[config.mk]
export PLATFORM = sky130hd
export DESIGN_NAME = dsi_clock_frequency_monitor
export DESIGN_NICKNAME = d
export VERILOG_FILES = /design/src/clock_monitor_pkg.sv /design/src/dsi_clock_rate_counter.sv /design/src/dsi_clock_frequency_monitor.sv
export SDC_FILE = /design/constraint.sdc
export NUM_CORES = 1
export LEC_CHECK = 0
export BUFFER_PORTS_ARGS = -buffer_cell sky130_fd_sc_hd__buf_4
export CAP_MARGIN = 15
export CORE_MARGIN = 1
export CORE_UTILIZATION = 25
export CTS_BUF_LIST = sky130_fd_sc_hd__clkbuf_16
export DETAILED_ROUTE_END_ITERATION = 16
export SKIP_CTS_REPAIR_TIMING = 1
export SLEW_MARGIN = 30
export SYNTH_ARGS = -nofsm -noshare
export SYNTH_HDL_FRONTEND = slang
export SYNTH_SLANG_ARGS = --single-unit
[constraint.sdc]
create_clock -name i_sys_clk -period 4.81 [get_ports i_sys_clk]
set_clock_uncertainty 0.15 [all_clocks]
set_input_delay 0.7215 -clock i_sys_clk [delete_from_list [all_inputs] [get_ports i_sys_clk]]
set_output_delay 0.7215 -clock i_sys_clk [all_outputs]
set_load 0.02 [all_outputs]
[src/clock_monitor_pkg.sv]
/*
 * Shared constants, types and register map of the DSI clock frequency monitor.
 * Assumes a 20 MHz system clock and an Avalon-MM slave with byte addresses.
 */
`default_nettype none

package clock_monitor_pkg;

	localparam int SYS_CLK_HZ = 20_000_000;
	localparam int SYS_CLK_PERIOD_NS = 1_000_000_000 / SYS_CLK_HZ;

	// Stability times, then their least cycle counts, rounded up.
	localparam int STABLE_T0_US = 40;
	localparam int STABLE_T1_US = 80;
	localparam int STABLE_T2_US = 320;
	localparam int STABLE_T3_US = 1280;
	localparam int STABLE_T0_CYC = (STABLE_T0_US * 1000 + SYS_CLK_PERIOD_NS - 1) / SYS_CLK_PERIOD_NS;
	localparam int STABLE_T1_CYC = (STABLE_T1_US * 1000 + SYS_CLK_PERIOD_NS - 1) / SYS_CLK_PERIOD_NS;
	localparam int STABLE_T2_CYC = (STABLE_T2_US * 1000 + SYS_CLK_PERIOD_NS - 1) / SYS_CLK_PERIOD_NS;
	localparam int STABLE_T3_CYC = (STABLE_T3_US * 1000 + SYS_CLK_PERIOD_NS - 1) / SYS_CLK_PERIOD_NS;

	// Measurement window; edges counted over it divided by its length in us give MHz.
	localparam int MEAS_WINDOW_US = 8;
	localparam int MEAS_WINDOW_CYC = (MEAS_WINDOW_US * 1000) / SYS_CLK_PERIOD_NS;

	// Register indices; the byte address is four times the index.
	localparam logic [7:0] IDX_CTRL = 8'h5C;
	localparam logic [7:0] IDX_LOW_LIMIT = 8'h5D;
	localparam logic [7:0] IDX_HIGH_LIMIT = 8'h5E;
	localparam logic [7:0] IDX_PIXEL_RATE = 8'h5F;
	localparam logic [7:0] IDX_MODE = 8'h70;
	localparam logic [7:0] IDX_IRQ_STATUS = 8'h71;
	localparam logic [7:0] IDX_IRQ_MASK = 8'h72;
	localparam logic [7:0] IDX_DET_STATUS = 8'h73;

	localparam logic [7:0] LOW_LIMIT_RST = 8'h06;
	localparam logic [7:0] HIGH_LIMIT_RST = 8'h2C;
	localparam logic [7:0] CTRL_RST = 8'h07;
	localparam logic [7:0] HIGH_LIMIT_MASK = 8'h7F;

	localparam int LOW_POLICY_BIT = 7;
	localparam int LOW_PHY_RST_MODE_BIT = 6;
	localparam int CTRL_FORCE_BIT = 5;
	localparam int CTRL_STBL_LSB = 3;
	localparam int CTRL_BAND_LSB = 0;

	localparam int IRQ_W = 3;
	localparam int IRQ_VALID_RISE = 0;
	localparam int IRQ_VALID_FALL = 1;
	localparam int IRQ_CAPTURE = 2;

	typedef enum logic [1:0] {
		MODE_SINGLE_DSI,
		MODE_DUAL_DSI,
		MODE_SPLITTER,
		MODE_REF_CLOCK
	} op_mode_t;

	typedef enum logic [1:0] {
		DET_IDLE,
		DET_TRACK,
		DET_STABLE
	} det_state_t;

	typedef struct packed {
		logic done;
		logic [7:0] mhz;
	} meas_t;

endpackage

`default_nettype wire

[src/dsi_clock_rate_counter.sv]
/*
 * Counts rising edges of the DSI clock over a fixed window of the system clock.
 * Assumes the DSI clock is slower than half the system clock; it is sampled, not used as a clock.
 */
`default_nettype none

module dsi_clock_rate_counter
	import clock_monitor_pkg::*;
#(
	parameter int WINDOW_CYC = MEAS_WINDOW_CYC,
	parameter int WINDOW_US = MEAS_WINDOW_US
) (
	input wire logic i_sys_clk,
	input wire logic i_rst,
	input wire logic i_dsi_clk,
	output var meas_t o_meas
);

	localparam int SHIFT = $clog2(WINDOW_US);
	localparam int CW = $clog2(WINDOW_CYC + 1);

	if (WINDOW_US < 1 || (1 << SHIFT) != WINDOW_US || WINDOW_CYC < 2) begin : g_bad_window
		$error("Window length must be a power of two in us and span two cycles.");
	end

	logic sync1_q;
	logic sync2_q;
	logic prev_q;
	logic [CW-1:0] win_q;
	logic [CW-1:0] edges_q;
	logic [CW-1:0] rate;
	logic rise;

	always_ff @(posedge i_sys_clk) begin
		if (i_rst) begin
			sync1_q <= 1'b0;
			sync2_q <= 1'b0;
			prev_q <= 1'b0;
		end else begin
			sync1_q <= i_dsi_clk;
			sync2_q <= sync1_q;
			prev_q <= sync2_q;
		end
	end

	assign rise = sync2_q & ~prev_q;
	assign rate = edges_q >> SHIFT;

	// Edges per window over the window in us gives whole MHz.
	always_ff @(posedge i_sys_clk) begin
		if (i_rst) begin
			win_q <= '0;
			edges_q <= '0;
			o_meas <= '0;
		end else begin
			o_meas.done <= 1'b0;
			if (win_q == CW'(WINDOW_CYC - 1)) begin
				win_q <= '0;
				edges_q <= CW'(rise);
				o_meas.done <= 1'b1;
				o_meas.mhz <= (rate > CW'(255)) ? 8'hFF : 8'(rate);
			end else begin
				win_q <= win_q + CW'(1);
				edges_q <= edges_q + CW'(rise);
			end
		end
	end

endmodule

`default_nettype wire

[src/dsi_clock_frequency_monitor.sv]
/*
 * DSI clock frequency monitor: measurement hysteresis, stability timing, limit checks,
 * pixel-rate reporting, receive PHY reset request, interrupts and an Avalon-MM register slave.
 * Assumes the DSI clock arrives asynchronously and that the forwarding and splitter rates
 * come from logic on the system clock.
 */
// The Avalon-MM slave port was left to the implementer.
`default_nettype none


module dsi_clock_frequency_monitor
	import clock_monitor_pkg::*;
#(
	parameter int STABLE_320_CYC = STABLE_T2_CYC,
	parameter int STABLE_1280_CYC = STABLE_T3_CYC
) (
	input wire logic i_sys_clk,
	input wire logic i_rst,
	input wire logic i_dsi_clk,
	input wire logic [7:0] i_forward_rate_mhz,
	input wire logic [7:0] i_splitter_rate_mhz,
	input wire logic [9:0] i_avs_address,
	input wire logic i_avs_read,
	input wire logic i_avs_write,
	input wire logic [31:0] i_avs_writedata,
	input wire logic [3:0] i_avs_byteenable,
	output logic [31:0] o_avs_readdata,
	output logic o_avs_waitrequest,
	output logic o_irq,
	output logic o_dsi_phy_reset,
	output logic o_clock_present,
	output logic [7:0] o_measured_pixel_rate_mhz
);

	localparam int SW = $clog2(STABLE_1280_CYC + 1);

	if (STABLE_320_CYC < STABLE_T1_CYC || STABLE_1280_CYC < STABLE_320_CYC) begin : g_bad_stable
		$error("Stability counts must not fall below the shorter settings.");
	end

	meas_t meas;

	logic [7:0] low_q;
	logic [7:0] high_q;
	logic [7:0] ctrl_q;
	op_mode_t mode_q;
	op_mode_t mode_prev_q;
	logic [IRQ_W-1:0] irq_status_q;
	logic [IRQ_W-1:0] irq_mask_q;
	logic [IRQ_W-1:0] irq_event;
	logic [IRQ_W-1:0] irq_clear;

	det_state_t state_q;
	logic [7:0] saved_q;
	logic [SW-1:0] stable_cnt_q;
	logic [SW-1:0] stable_thr;
	logic capture;
	logic out_of_band;
	logic [7:0] diff;
	logic meas_zero;
	logic meas_new;
	logic valid;
	logic valid_prev_q;
	logic [7:0] rate_q;
	logic phy_reset_q;
	logic phy_req;

	logic ack_q;
	logic [31:0] readdata_q;
	logic [7:0] index;
	logic addr_ok;
	logic wr_fire;
	logic wr_lane0;
	logic rd_take;
	logic [31:0] det_word;

	dsi_clock_rate_counter #(
		.WINDOW_CYC(MEAS_WINDOW_CYC),
		.WINDOW_US(MEAS_WINDOW_US)
	) u_rate_counter (
		.i_sys_clk(i_sys_clk),
		.i_rst(i_rst),
		.i_dsi_clk(i_dsi_clk),
		.o_meas(meas)
	);

	function automatic logic [7:0] abs_diff(input logic [7:0] a, input logic [7:0] b);
		abs_diff = (a > b) ? (a - b) : (b - a);
	endfunction

	function automatic logic [7:0] reg_byte(input logic [31:0] d);
		reg_byte = d[7:0];
	endfunction

	function automatic logic ctrl_low_policy();
		ctrl_low_policy = low_q[LOW_POLICY_BIT];
	endfunction

	// Both limits are inclusive; the reserved high bit never widens the window.
	function automatic logic in_limits(input logic [7:0] f, input logic [7:0] lo,
		input logic [7:0] hi);
		in_limits = f >= {2'b00, lo[5:0]} && f <= (hi & HIGH_LIMIT_MASK);
	endfunction

	// Doubling saturates, so a very fast dual input reads as the ceiling and not as a small value.
	function automatic logic [7:0] double_sat(input logic [7:0] r);
		double_sat = r[7] ? 8'hFF : {r[6:0], 1'b0};
	endfunction

	// Bus decode: one wait state, then the answer stands for one cycle.

	assign index = i_avs_address[9:2];
	assign addr_ok = (i_avs_address[1:0] == 2'h0);
	assign o_avs_waitrequest = (i_avs_read | i_avs_write) & ~ack_q;
	assign wr_fire = i_avs_write & ack_q & addr_ok;
	assign wr_lane0 = wr_fire & i_avs_byteenable[0];
	assign o_avs_readdata = readdata_q;
	assign rd_take = i_avs_read & ~ack_q & addr_ok;

	always_ff @(posedge i_sys_clk) begin
		if (i_rst) begin
			ack_q <= 1'b0;
		end else begin
			ack_q <= (i_avs_read | i_avs_write) & ~ack_q;
		end
	end

	always_ff @(posedge i_sys_clk) begin
		if (i_rst) begin
			readdata_q <= 32'h0000_0000;
		end else if (rd_take) begin
			unique case (index)
				IDX_CTRL: readdata_q <= {24'h00_0000, ctrl_q};
				IDX_LOW_LIMIT: readdata_q <= {24'h00_0000, low_q};
				IDX_HIGH_LIMIT: readdata_q <= {24'h00_0000, high_q & HIGH_LIMIT_MASK};
				IDX_PIXEL_RATE: readdata_q <= {24'h00_0000, rate_q};
				IDX_MODE: readdata_q <= {30'h0000_0000, mode_q};
				IDX_IRQ_STATUS: readdata_q <= {{(32 - IRQ_W){1'b0}}, irq_status_q};
				IDX_IRQ_MASK: readdata_q <= {{(32 - IRQ_W){1'b0}}, irq_mask_q};
				IDX_DET_STATUS: readdata_q <= det_word;
				default: readdata_q <= 32'h0000_0000;
			endcase
		end else begin
			readdata_q <= 32'h0000_0000;
		end
	end

	// Detector status: saved frequency in the second byte, state flags in the first.
	always_comb begin
		det_word = 32'h0000_0000;
		det_word[15:8] = saved_q;
		det_word[2] = state_q == DET_STABLE;
		det_word[1] = state_q != DET_IDLE;
		det_word[0] = valid;
	end

	// Software-written controls.

	always_ff @(posedge i_sys_clk) begin
		if (i_rst) begin
			low_q <= LOW_LIMIT_RST;
			high_q <= HIGH_LIMIT_RST;
			ctrl_q <= CTRL_RST;
			mode_q <= MODE_SINGLE_DSI;
			irq_mask_q <= '0;
		end else if (wr_lane0) begin
			unique case (index)
				IDX_CTRL: ctrl_q <= reg_byte(i_avs_writedata) & 8'h3F;
				IDX_LOW_LIMIT: low_q <= reg_byte(i_avs_writedata);
				IDX_HIGH_LIMIT: high_q <= reg_byte(i_avs_writedata) & HIGH_LIMIT_MASK;
				IDX_MODE: mode_q <= op_mode_t'(i_avs_writedata[1:0]);
				IDX_IRQ_MASK: irq_mask_q <= i_avs_writedata[IRQ_W-1:0];
				default: ;
			endcase
		end
	end

	// Stability threshold from the two-bit select code.
	// The count restarts at every capture, so a clock that keeps leaving the band never turns stable.

	always_comb begin
		unique case (ctrl_q[CTRL_STBL_LSB +: 2])
			2'h0: stable_thr = SW'(STABLE_T0_CYC);
			2'h1: stable_thr = SW'(STABLE_T1_CYC);
			2'h2: stable_thr = SW'(STABLE_320_CYC);
			2'h3: stable_thr = SW'(STABLE_1280_CYC);
		endcase
	end

	assign diff = abs_diff(meas.mhz, saved_q);
	assign out_of_band = diff > {5'h00, ctrl_q[CTRL_BAND_LSB +: 3]};
	assign meas_zero = meas.done && meas.mhz == 8'h00;
	assign meas_new = meas.done && meas.mhz != 8'h00;

	// Frequency tracking and stability.
	// A zero window means the clock stopped; idle makes the next start a fresh capture.

	always_ff @(posedge i_sys_clk) begin
		if (i_rst) begin
			state_q <= DET_IDLE;
			saved_q <= 8'h00;
			stable_cnt_q <= '0;
			capture <= 1'b0;
		end else begin
			capture <= 1'b0;
			unique case (state_q)
				DET_IDLE: begin
					stable_cnt_q <= '0;
					if (meas_new) begin
						saved_q <= meas.mhz;
						capture <= 1'b1;
						state_q <= DET_TRACK;
					end
				end
				DET_TRACK: begin
					if (meas_zero) begin
						saved_q <= 8'h00;
						capture <= 1'b1;
						state_q <= DET_IDLE;
					end else if (meas.done && out_of_band) begin
						saved_q <= meas.mhz;
						capture <= 1'b1;
						stable_cnt_q <= '0;
					end else begin
						if (meas.done && !ctrl_low_policy()) begin
							saved_q <= meas.mhz;
						end
						// With the legacy policy the first value is held.
						if (stable_cnt_q + SW'(1) >= stable_thr) begin
							state_q <= DET_STABLE;
						end else begin
							stable_cnt_q <= stable_cnt_q + SW'(1);
						end
					end
				end
				DET_STABLE: begin
					if (meas_zero) begin
						saved_q <= 8'h00;
						capture <= 1'b1;
						state_q <= DET_IDLE;
					end else if (meas.done && out_of_band) begin
						saved_q <= meas.mhz;
						capture <= 1'b1;
						stable_cnt_q <= '0;
						state_q <= DET_TRACK;
					end
				end
				default: state_q <= DET_IDLE;
			endcase
		end
	end

	// Forcing bypasses the detector; otherwise stable and inside both limits.
	always_comb begin
		valid = 1'b0;
		if (ctrl_q[CTRL_FORCE_BIT]) begin
			valid = 1'b1;
		end else if (state_q == DET_STABLE) begin
			valid = in_limits(saved_q, low_q, high_q);
		end
	end
	assign o_clock_present = valid;

	// Reported pixel rate. The doubled dual rate saturates rather than wrapping.

	always_ff @(posedge i_sys_clk) begin
		if (i_rst) begin
			rate_q <= 8'h00;
		end else begin
			unique case (mode_q)
				MODE_REF_CLOCK: rate_q <= i_forward_rate_mhz;
				MODE_SPLITTER: rate_q <= valid ? i_splitter_rate_mhz : 8'h00;
				MODE_DUAL_DSI: rate_q <= valid ? double_sat(saved_q) : 8'h00;
				MODE_SINGLE_DSI: rate_q <= valid ? saved_q : 8'h00;
			endcase
		end
	end
	assign o_measured_pixel_rate_mhz = rate_q;

	// PHY reset pulse on a mode change or a captured frequency.
	// The request is registered so that the PHY sees a clean pulse with no decode glitches.
	assign phy_req = capture | (mode_q != mode_prev_q);

	always_ff @(posedge i_sys_clk) begin
		if (i_rst) begin
			mode_prev_q <= MODE_SINGLE_DSI;
			phy_reset_q <= 1'b0;
		end else begin
			mode_prev_q <= mode_q;
			phy_reset_q <= !low_q[LOW_PHY_RST_MODE_BIT] && phy_req;
		end
	end
	assign o_dsi_phy_reset = phy_reset_q;

	// Interrupts: sticky, write one to clear, a new event wins over the clear.

	always_ff @(posedge i_sys_clk) begin
		if (i_rst) begin
			valid_prev_q <= 1'b0;
		end else begin
			valid_prev_q <= valid;
		end
	end

	always_comb begin
		irq_event = '0;
		irq_event[IRQ_VALID_RISE] = valid & ~valid_prev_q;
		irq_event[IRQ_VALID_FALL] = ~valid & valid_prev_q;
		irq_event[IRQ_CAPTURE] = capture;
	end

	always_comb begin
		irq_clear = '0;
		if (wr_lane0 && index == IDX_IRQ_STATUS) begin
			irq_clear = i_avs_writedata[IRQ_W-1:0];
		end
	end

	always_ff @(posedge i_sys_clk) begin
		if (i_rst) begin
			irq_status_q <= '0;
		end else begin
			irq_status_q <= (irq_status_q & ~irq_clear) | irq_event;
		end
	end

	assign o_irq = |(irq_status_q & irq_mask_q);

endmodule

`default_nettype wire

Word-level counts from Yosys, hierarchy flattened. Index checks and enable logic that the tools add are counted. W data, S select, Z words.

Input bits: 67. Logic and storage cells: 149. Register bits: 128.

Muxes and demuxes: 38. Order comparisons: 6. Reductions and logical operators: 29. Eq/ne operators: 27. $add $sub $neg: 5. Bitwise operators: 20.

Operators by type and width (count): $pmux W16 S8 (1); $mux W8 (12); $mux W15 (5); $eq A8 B7 Y1 const B (8); $pmux W15 S4 (1); $pmux W15 S3 (1); $pmux W8 S4 (1); $pmux W8 S3 (1); $sub A8 B8 Y8 (2); $add A15 B1 Y15 const B (1); $ge A15 B15 Y1 (1); $mux W2 (6); $eq A2 B2 Y1 const B (5); $reduce_and A2 Y1 (5); $and A1 B1 Y1 (9); $mux W9 (1); $ne A3 B3 Y1 const B (3); $add A8 B1 Y8 (1); $add A8 B1 Y8 const B (1); $eq A8 B8 Y1 const B (1); $ge A8 B6 Y1 (1); $gt A5 B8 Y1 const B (1); $gt A8 B3 Y1 (1); $gt A8 B8 Y1 (1); other kinds (27) (55).

Logic depth before layout (Yosys ltp).
Depth after elaboration: 8. Mapped depth: 18.

By module. A second synthesis with hierarchy kept.

Cells, all modules: 780. Area total of the unflattened synthesis: 6601.3 um^2.

By module, submodules not included: dsi_clock_frequency_monitor (times used 1, sequential area each 1681.6 um^2, area each 5559.1 um^2, cells each 667); dsi_clock_rate_counter (times used 1, sequential area each 500.5 um^2, area each 1042.2 um^2, cells each 113).

Worst setup path before layout. OpenSTA, ideal clock, no wires.

Path type: reg2reg. From: register saved_q[1]. To: register saved_q[0]. Path slack: 0.609 ns. Clock period less this slack: 4.201 ns. Path buffers: 1. Required time: 4.531 ns. Data arrival time: 3.923 ns. Stages on the path, launching flop included: 17. Library setup time: 0.129 ns. Cell sequence: dfxtp_1 -> inv_1 -> fa_1 -> a21o_1 -> a21o_1 -> fa_1 -> o21ai_1 -> mux2_2 -> ha_1 -> nor2b_1 -> o21a_1 -> o21ai_0 -> o2111a_1 -> nor2_1 -> o31a_1 -> clkbuf_1 -> mux2i_1.

Word-level cells in the longest chain between the ends: 7. Elaborated cells between the ends (all ways): 12.

RTL lines: start, declared (line dsi_clock_frequency_monitor.sv:54) `logic [7:0] saved_q;`; start signal, assigned (line dsi_clock_frequency_monitor.sv:210) `saved_q <= meas.mhz;`; start signal, assigned (line dsi_clock_frequency_monitor.sv:221) `saved_q <= meas.mhz;`; start signal, assigned (line dsi_clock_frequency_monitor.sv:226) `saved_q <= meas.mhz;`; $sub A8 B8 Y8 / $gt A8 B8 Y1 (equally long branches) (line dsi_clock_frequency_monitor.sv:88) `abs_diff = (a > b) ? (a - b) : (b - a);`; $mux W8 * (line dsi_clock_frequency_monitor.sv:88); $gt A8 B3 Y1 * (line dsi_clock_frequency_monitor.sv:191) `assign out_of_band = diff > {5'h00, ctrl_q[CTRL_BAND_LSB +: 3]};`; $logic_and A1 B1 Y1 * (line dsi_clock_frequency_monitor.sv:220, dsi_clock_frequency_monitor.sv:241); $mux W8 (line dsi_clock_frequency_monitor.sv:220) `end else if (meas.done && out_of_band) begin`; $mux W8 (line dsi_clock_frequency_monitor.sv:216) `if (meas_zero) begin`; $pmux W8 S3 (line dsi_clock_frequency_monitor.sv:206) `unique case (state_q)`.

Every way passes the cells marked *; elsewhere a longest branch is shown, timed or not. A chain may end at the register's enable or synchronous reset.

Worst setup path in the final report.
From: register u_rate_counter.o_meas[0] (netlist bit). To: register stable_cnt_q[3].

Word-level cells in the longest chain between the ends: 7. Elaborated cells between the ends (all ways): 16.

RTL lines: start, declared (line dsi_clock_rate_counter.sv:16) `output var meas_t o_meas`; $sub A8 B8 Y8 / $gt A8 B8 Y1 (equally long branches) (line dsi_clock_frequency_monitor.sv:88); $mux W8 (line dsi_clock_frequency_monitor.sv:88); $gt A8 B3 Y1 (line dsi_clock_frequency_monitor.sv:191); $logic_and A1 B1 Y1 (line dsi_clock_frequency_monitor.sv:220, dsi_clock_frequency_monitor.sv:241); $mux W15 (line dsi_clock_frequency_monitor.sv:220); $mux W15 (line dsi_clock_frequency_monitor.sv:216); $pmux W15 S3 (line dsi_clock_frequency_monitor.sv:206); end signal, assigned (line dsi_clock_frequency_monitor.sv:232) `stable_cnt_q <= stable_cnt_q + SW'(1);`; end, declared (line dsi_clock_frequency_monitor.sv:55) `logic [SW-1:0] stable_cnt_q;`.

Parallel ways exist; a longest one is shown, timed or not. The select of a mux whose other input is x is not followed.

==> metrics <==
status finished clean; minimum clock period after layout 4.42 ns; Fmax achieved 226 MHz; reg-to-reg slack, setup 0.39 ns; TritonRoute pass-1 iters 4; leading area contributor after synthesis dfxtp_1; Synth area leaders dfxtp_1 (35%), ha_1 (8.5%), mux2i_1 (6.5%), nor2_1 (4.3%), nand2_1 (3.6%); worst slew pin tran 0.808 ns; cell breakdown of the critical path inv_1 -> ha_1 -> inv_1 -> fa_1 -> a21o_1 -> a21o_1 -> fa_1 -> o21ai_1 -> mux2_2 -> ha_1 -> nor2b_1 -> o21a_1 -> o21ai_0 -> o2111a_1 -> o32ai_2 -> buf_4 -> nor2_4 -> a221o_1; largest net degree at the start of global routing 57; post-placement cell count 1029; DIE AREA 0.0242 mm²; FFs w/ async S/R, synth 0%; via count 4833; Bufs and invs on worst path 3; worst skew pair latency 0.37 ns; DR WL/cell 13.9 µm; Synth Register Bits 103; Worst Path Arrival 4.52 ns; Place WS 0.381 ns; Root Buffer clkbuf_16; Worst path top cell family by delay compound AO/OA/AOI/OAI gates; Synth Flop Type dfxtp_1; Pwr Density 242 mW/mm²; Clock transition at path regs 0.07 ns; Post-synth EDFFs 0; Overflow after GRT 0; Leakage 2.87 nW; Final period util 91.8%; Port Buffer Count 64; synthesis-to-layout area growth 17.4%; Initial Util 25.8%; post-DP HPWL 10.7 mm; crit path max-delay cell type fa_1; drt drc 0; final std cells w/o fill 1045; initial antenna violation count 0; CP Max Fanout 9; via/cell ratio 4.62; Syn Area/Cell 8.73 µm²; count leader, synth dfxtp_1; CTS tree done; drt first-iter violations 290; Post-Syn Instances 675; CP Class reg -> reg; final hold vios 0; sequential area share after synthesis 35.0%; die height 156 µm; Critical Path RT 4.91 ns; CP peak stage delay 0.41 ns; htree depth 3; top cell type's share of synthesized area 35.0%; Slew HR 45.8%; final setup fails 0; FILL cells 2445; Max-Cap Viols 0; CTS max path bufs 2; Slew Viols, Final 0; Boundary Pins 111; die width 156 µm; YS warnings 0; Total GRT Usage 12.6%; Fin Setup TNS 0 ns; RSZ-0062 raised after global routing false; CP Launch Type flop; Post-synth top cells dfxtp_1 (103), nor2_1 (68), nand2_1 (56), ha_1 (40), mux2i_1 (38); row count 55; cts bufs inserted 9; n_diodes 0; RePlAce Congestion 0.831; global-route wire length before repair 23.7 mm; Cell Area, Synth 0.00589 mm²; VDD IR max 0.171 mV; HP Class reg -> reg; Final nets 837; Detail Route Antenna Nets 0; critical path capture point type flop; Core ar. 0.0228 mm²; number of global-route vias before repair 4600; fraction of layout cells with a size suffix above 1 14.9%; final worst slack 0.392 ns; DRT Wirelength 14.6 mm; Netlist cell types 68; clk sink count 103
-- layout make-up --
type / instances / area [µm²] / area share, %
Multi-Input combinational cell: 501 / 3480 / 50.4
Sequential cell: 103 / 2060 / 29.8
Timing Repair Buffer: 75 / 563 / 8.14
Tap cell: 313 / 392 / 5.66
Clock buffer: 9 / 225 / 3.26
Inverter: 37 / 139 / 2.01
Clock inverter: 7 / 50.0 / 0.724
-- power breakdown --
| group | leakage [nW] | internal [mW] | switching [mW] |
|---|---|---|---|
| Combinational | 1.91 | 0.0442 | 0.0664 |
| Clock | 0.128 | 0.352 | 0.345 |
| Sequential | 0.831 | 0.858 | 0.00440 |
-- worst paths after layout --
| kind | from | to | depth (start not counted) |
|---|---|---|---|
| max | u_rate_counter.o_meas[0]$_SDFFE_PP0P_ | stable_cnt_q[3]$_SDFFE_PP0P_ | 18 |
| min | u_rate_counter.sync1_q$_SDFF_PP0_ | u_rate_counter.sync2_q$_SDFF_PP0_ | 1 |
| min reg2reg | u_rate_counter.sync1_q$_SDFF_PP0_ | u_rate_counter.sync2_q$_SDFF_PP0_ | 1 |
| max reg2reg | u_rate_counter.o_meas[0]$_SDFFE_PP0P_ | stable_cnt_q[3]$_SDFFE_PP0P_ | 18 |
-- sequential cells by signal, summed over array words and instances (netlist names), 3 cells and up --
signal	count
stable_cnt_q	15
o_avs_readdata	13
low_q	8
o_measured_pixel_rate_mhz	8
u_rate_counter.edges_q	8
u_rate_counter.win_q	8
high_q	7
ctrl_q	6
u_rate_counter.o_meas	6
saved_q	5
irq_mask_q	3
irq_status_q	3
-- cell usage in the layout (no fill, tap or decap), types with 15 or more instances in the layout --
cell and count:
a21oi_1 18, and3_1 20, buf_4 75, conb_1 19
dfxtp_1 103, ha_1 40, inv_1 38, mux2i_1 38
nand2_1 56, nand3_1 28, nor2_1 68, nor2b_1 15
o21ai_0 16
-- layer usage --
layer	share of wire, %	global-route usage, %
met3	3.9	2.20
met1	48	16.7
met2	45	19.8
met4	2.3	6.16
met5	0	0
-- cells by family (layout without fill, tap and decap cells) --
kind of cell	Yosys count	after routing	synth area share (%)
AND/OR/NAND/NOR	255	255	21.9
other	1	19	0.0637
AO/OA/AOI/OAI	115	115	14.4
adder cells (fa/ha/maj)	43	43	9.52
buffers and inverters	89	128	7.12
XOR/XNOR	24	24	3.57
multiplexers	45	45	8.37
flip-flops	103	103	35.0
-- stage by stage --
stage | hold WS, ns | power [mW] | utilization, % | area (µm²)
2_1_floorplan | 0.264 | 0.960 | - | 5960
3_3_place_gp | 0.280 | 0.993 | 29.0 | 6630
3_5_place_dp | 0.274 | 0.993 | 29.0 | 6630
4_1_cts | 0.291 | 1.69 | 30.2 | 6910
5_1_grt | 0.313 | 1.73 | 30.3 | 6910
6_report | 0.286 | 1.67 | 30.3 | 6910
(Power assumes the default switching activity.)
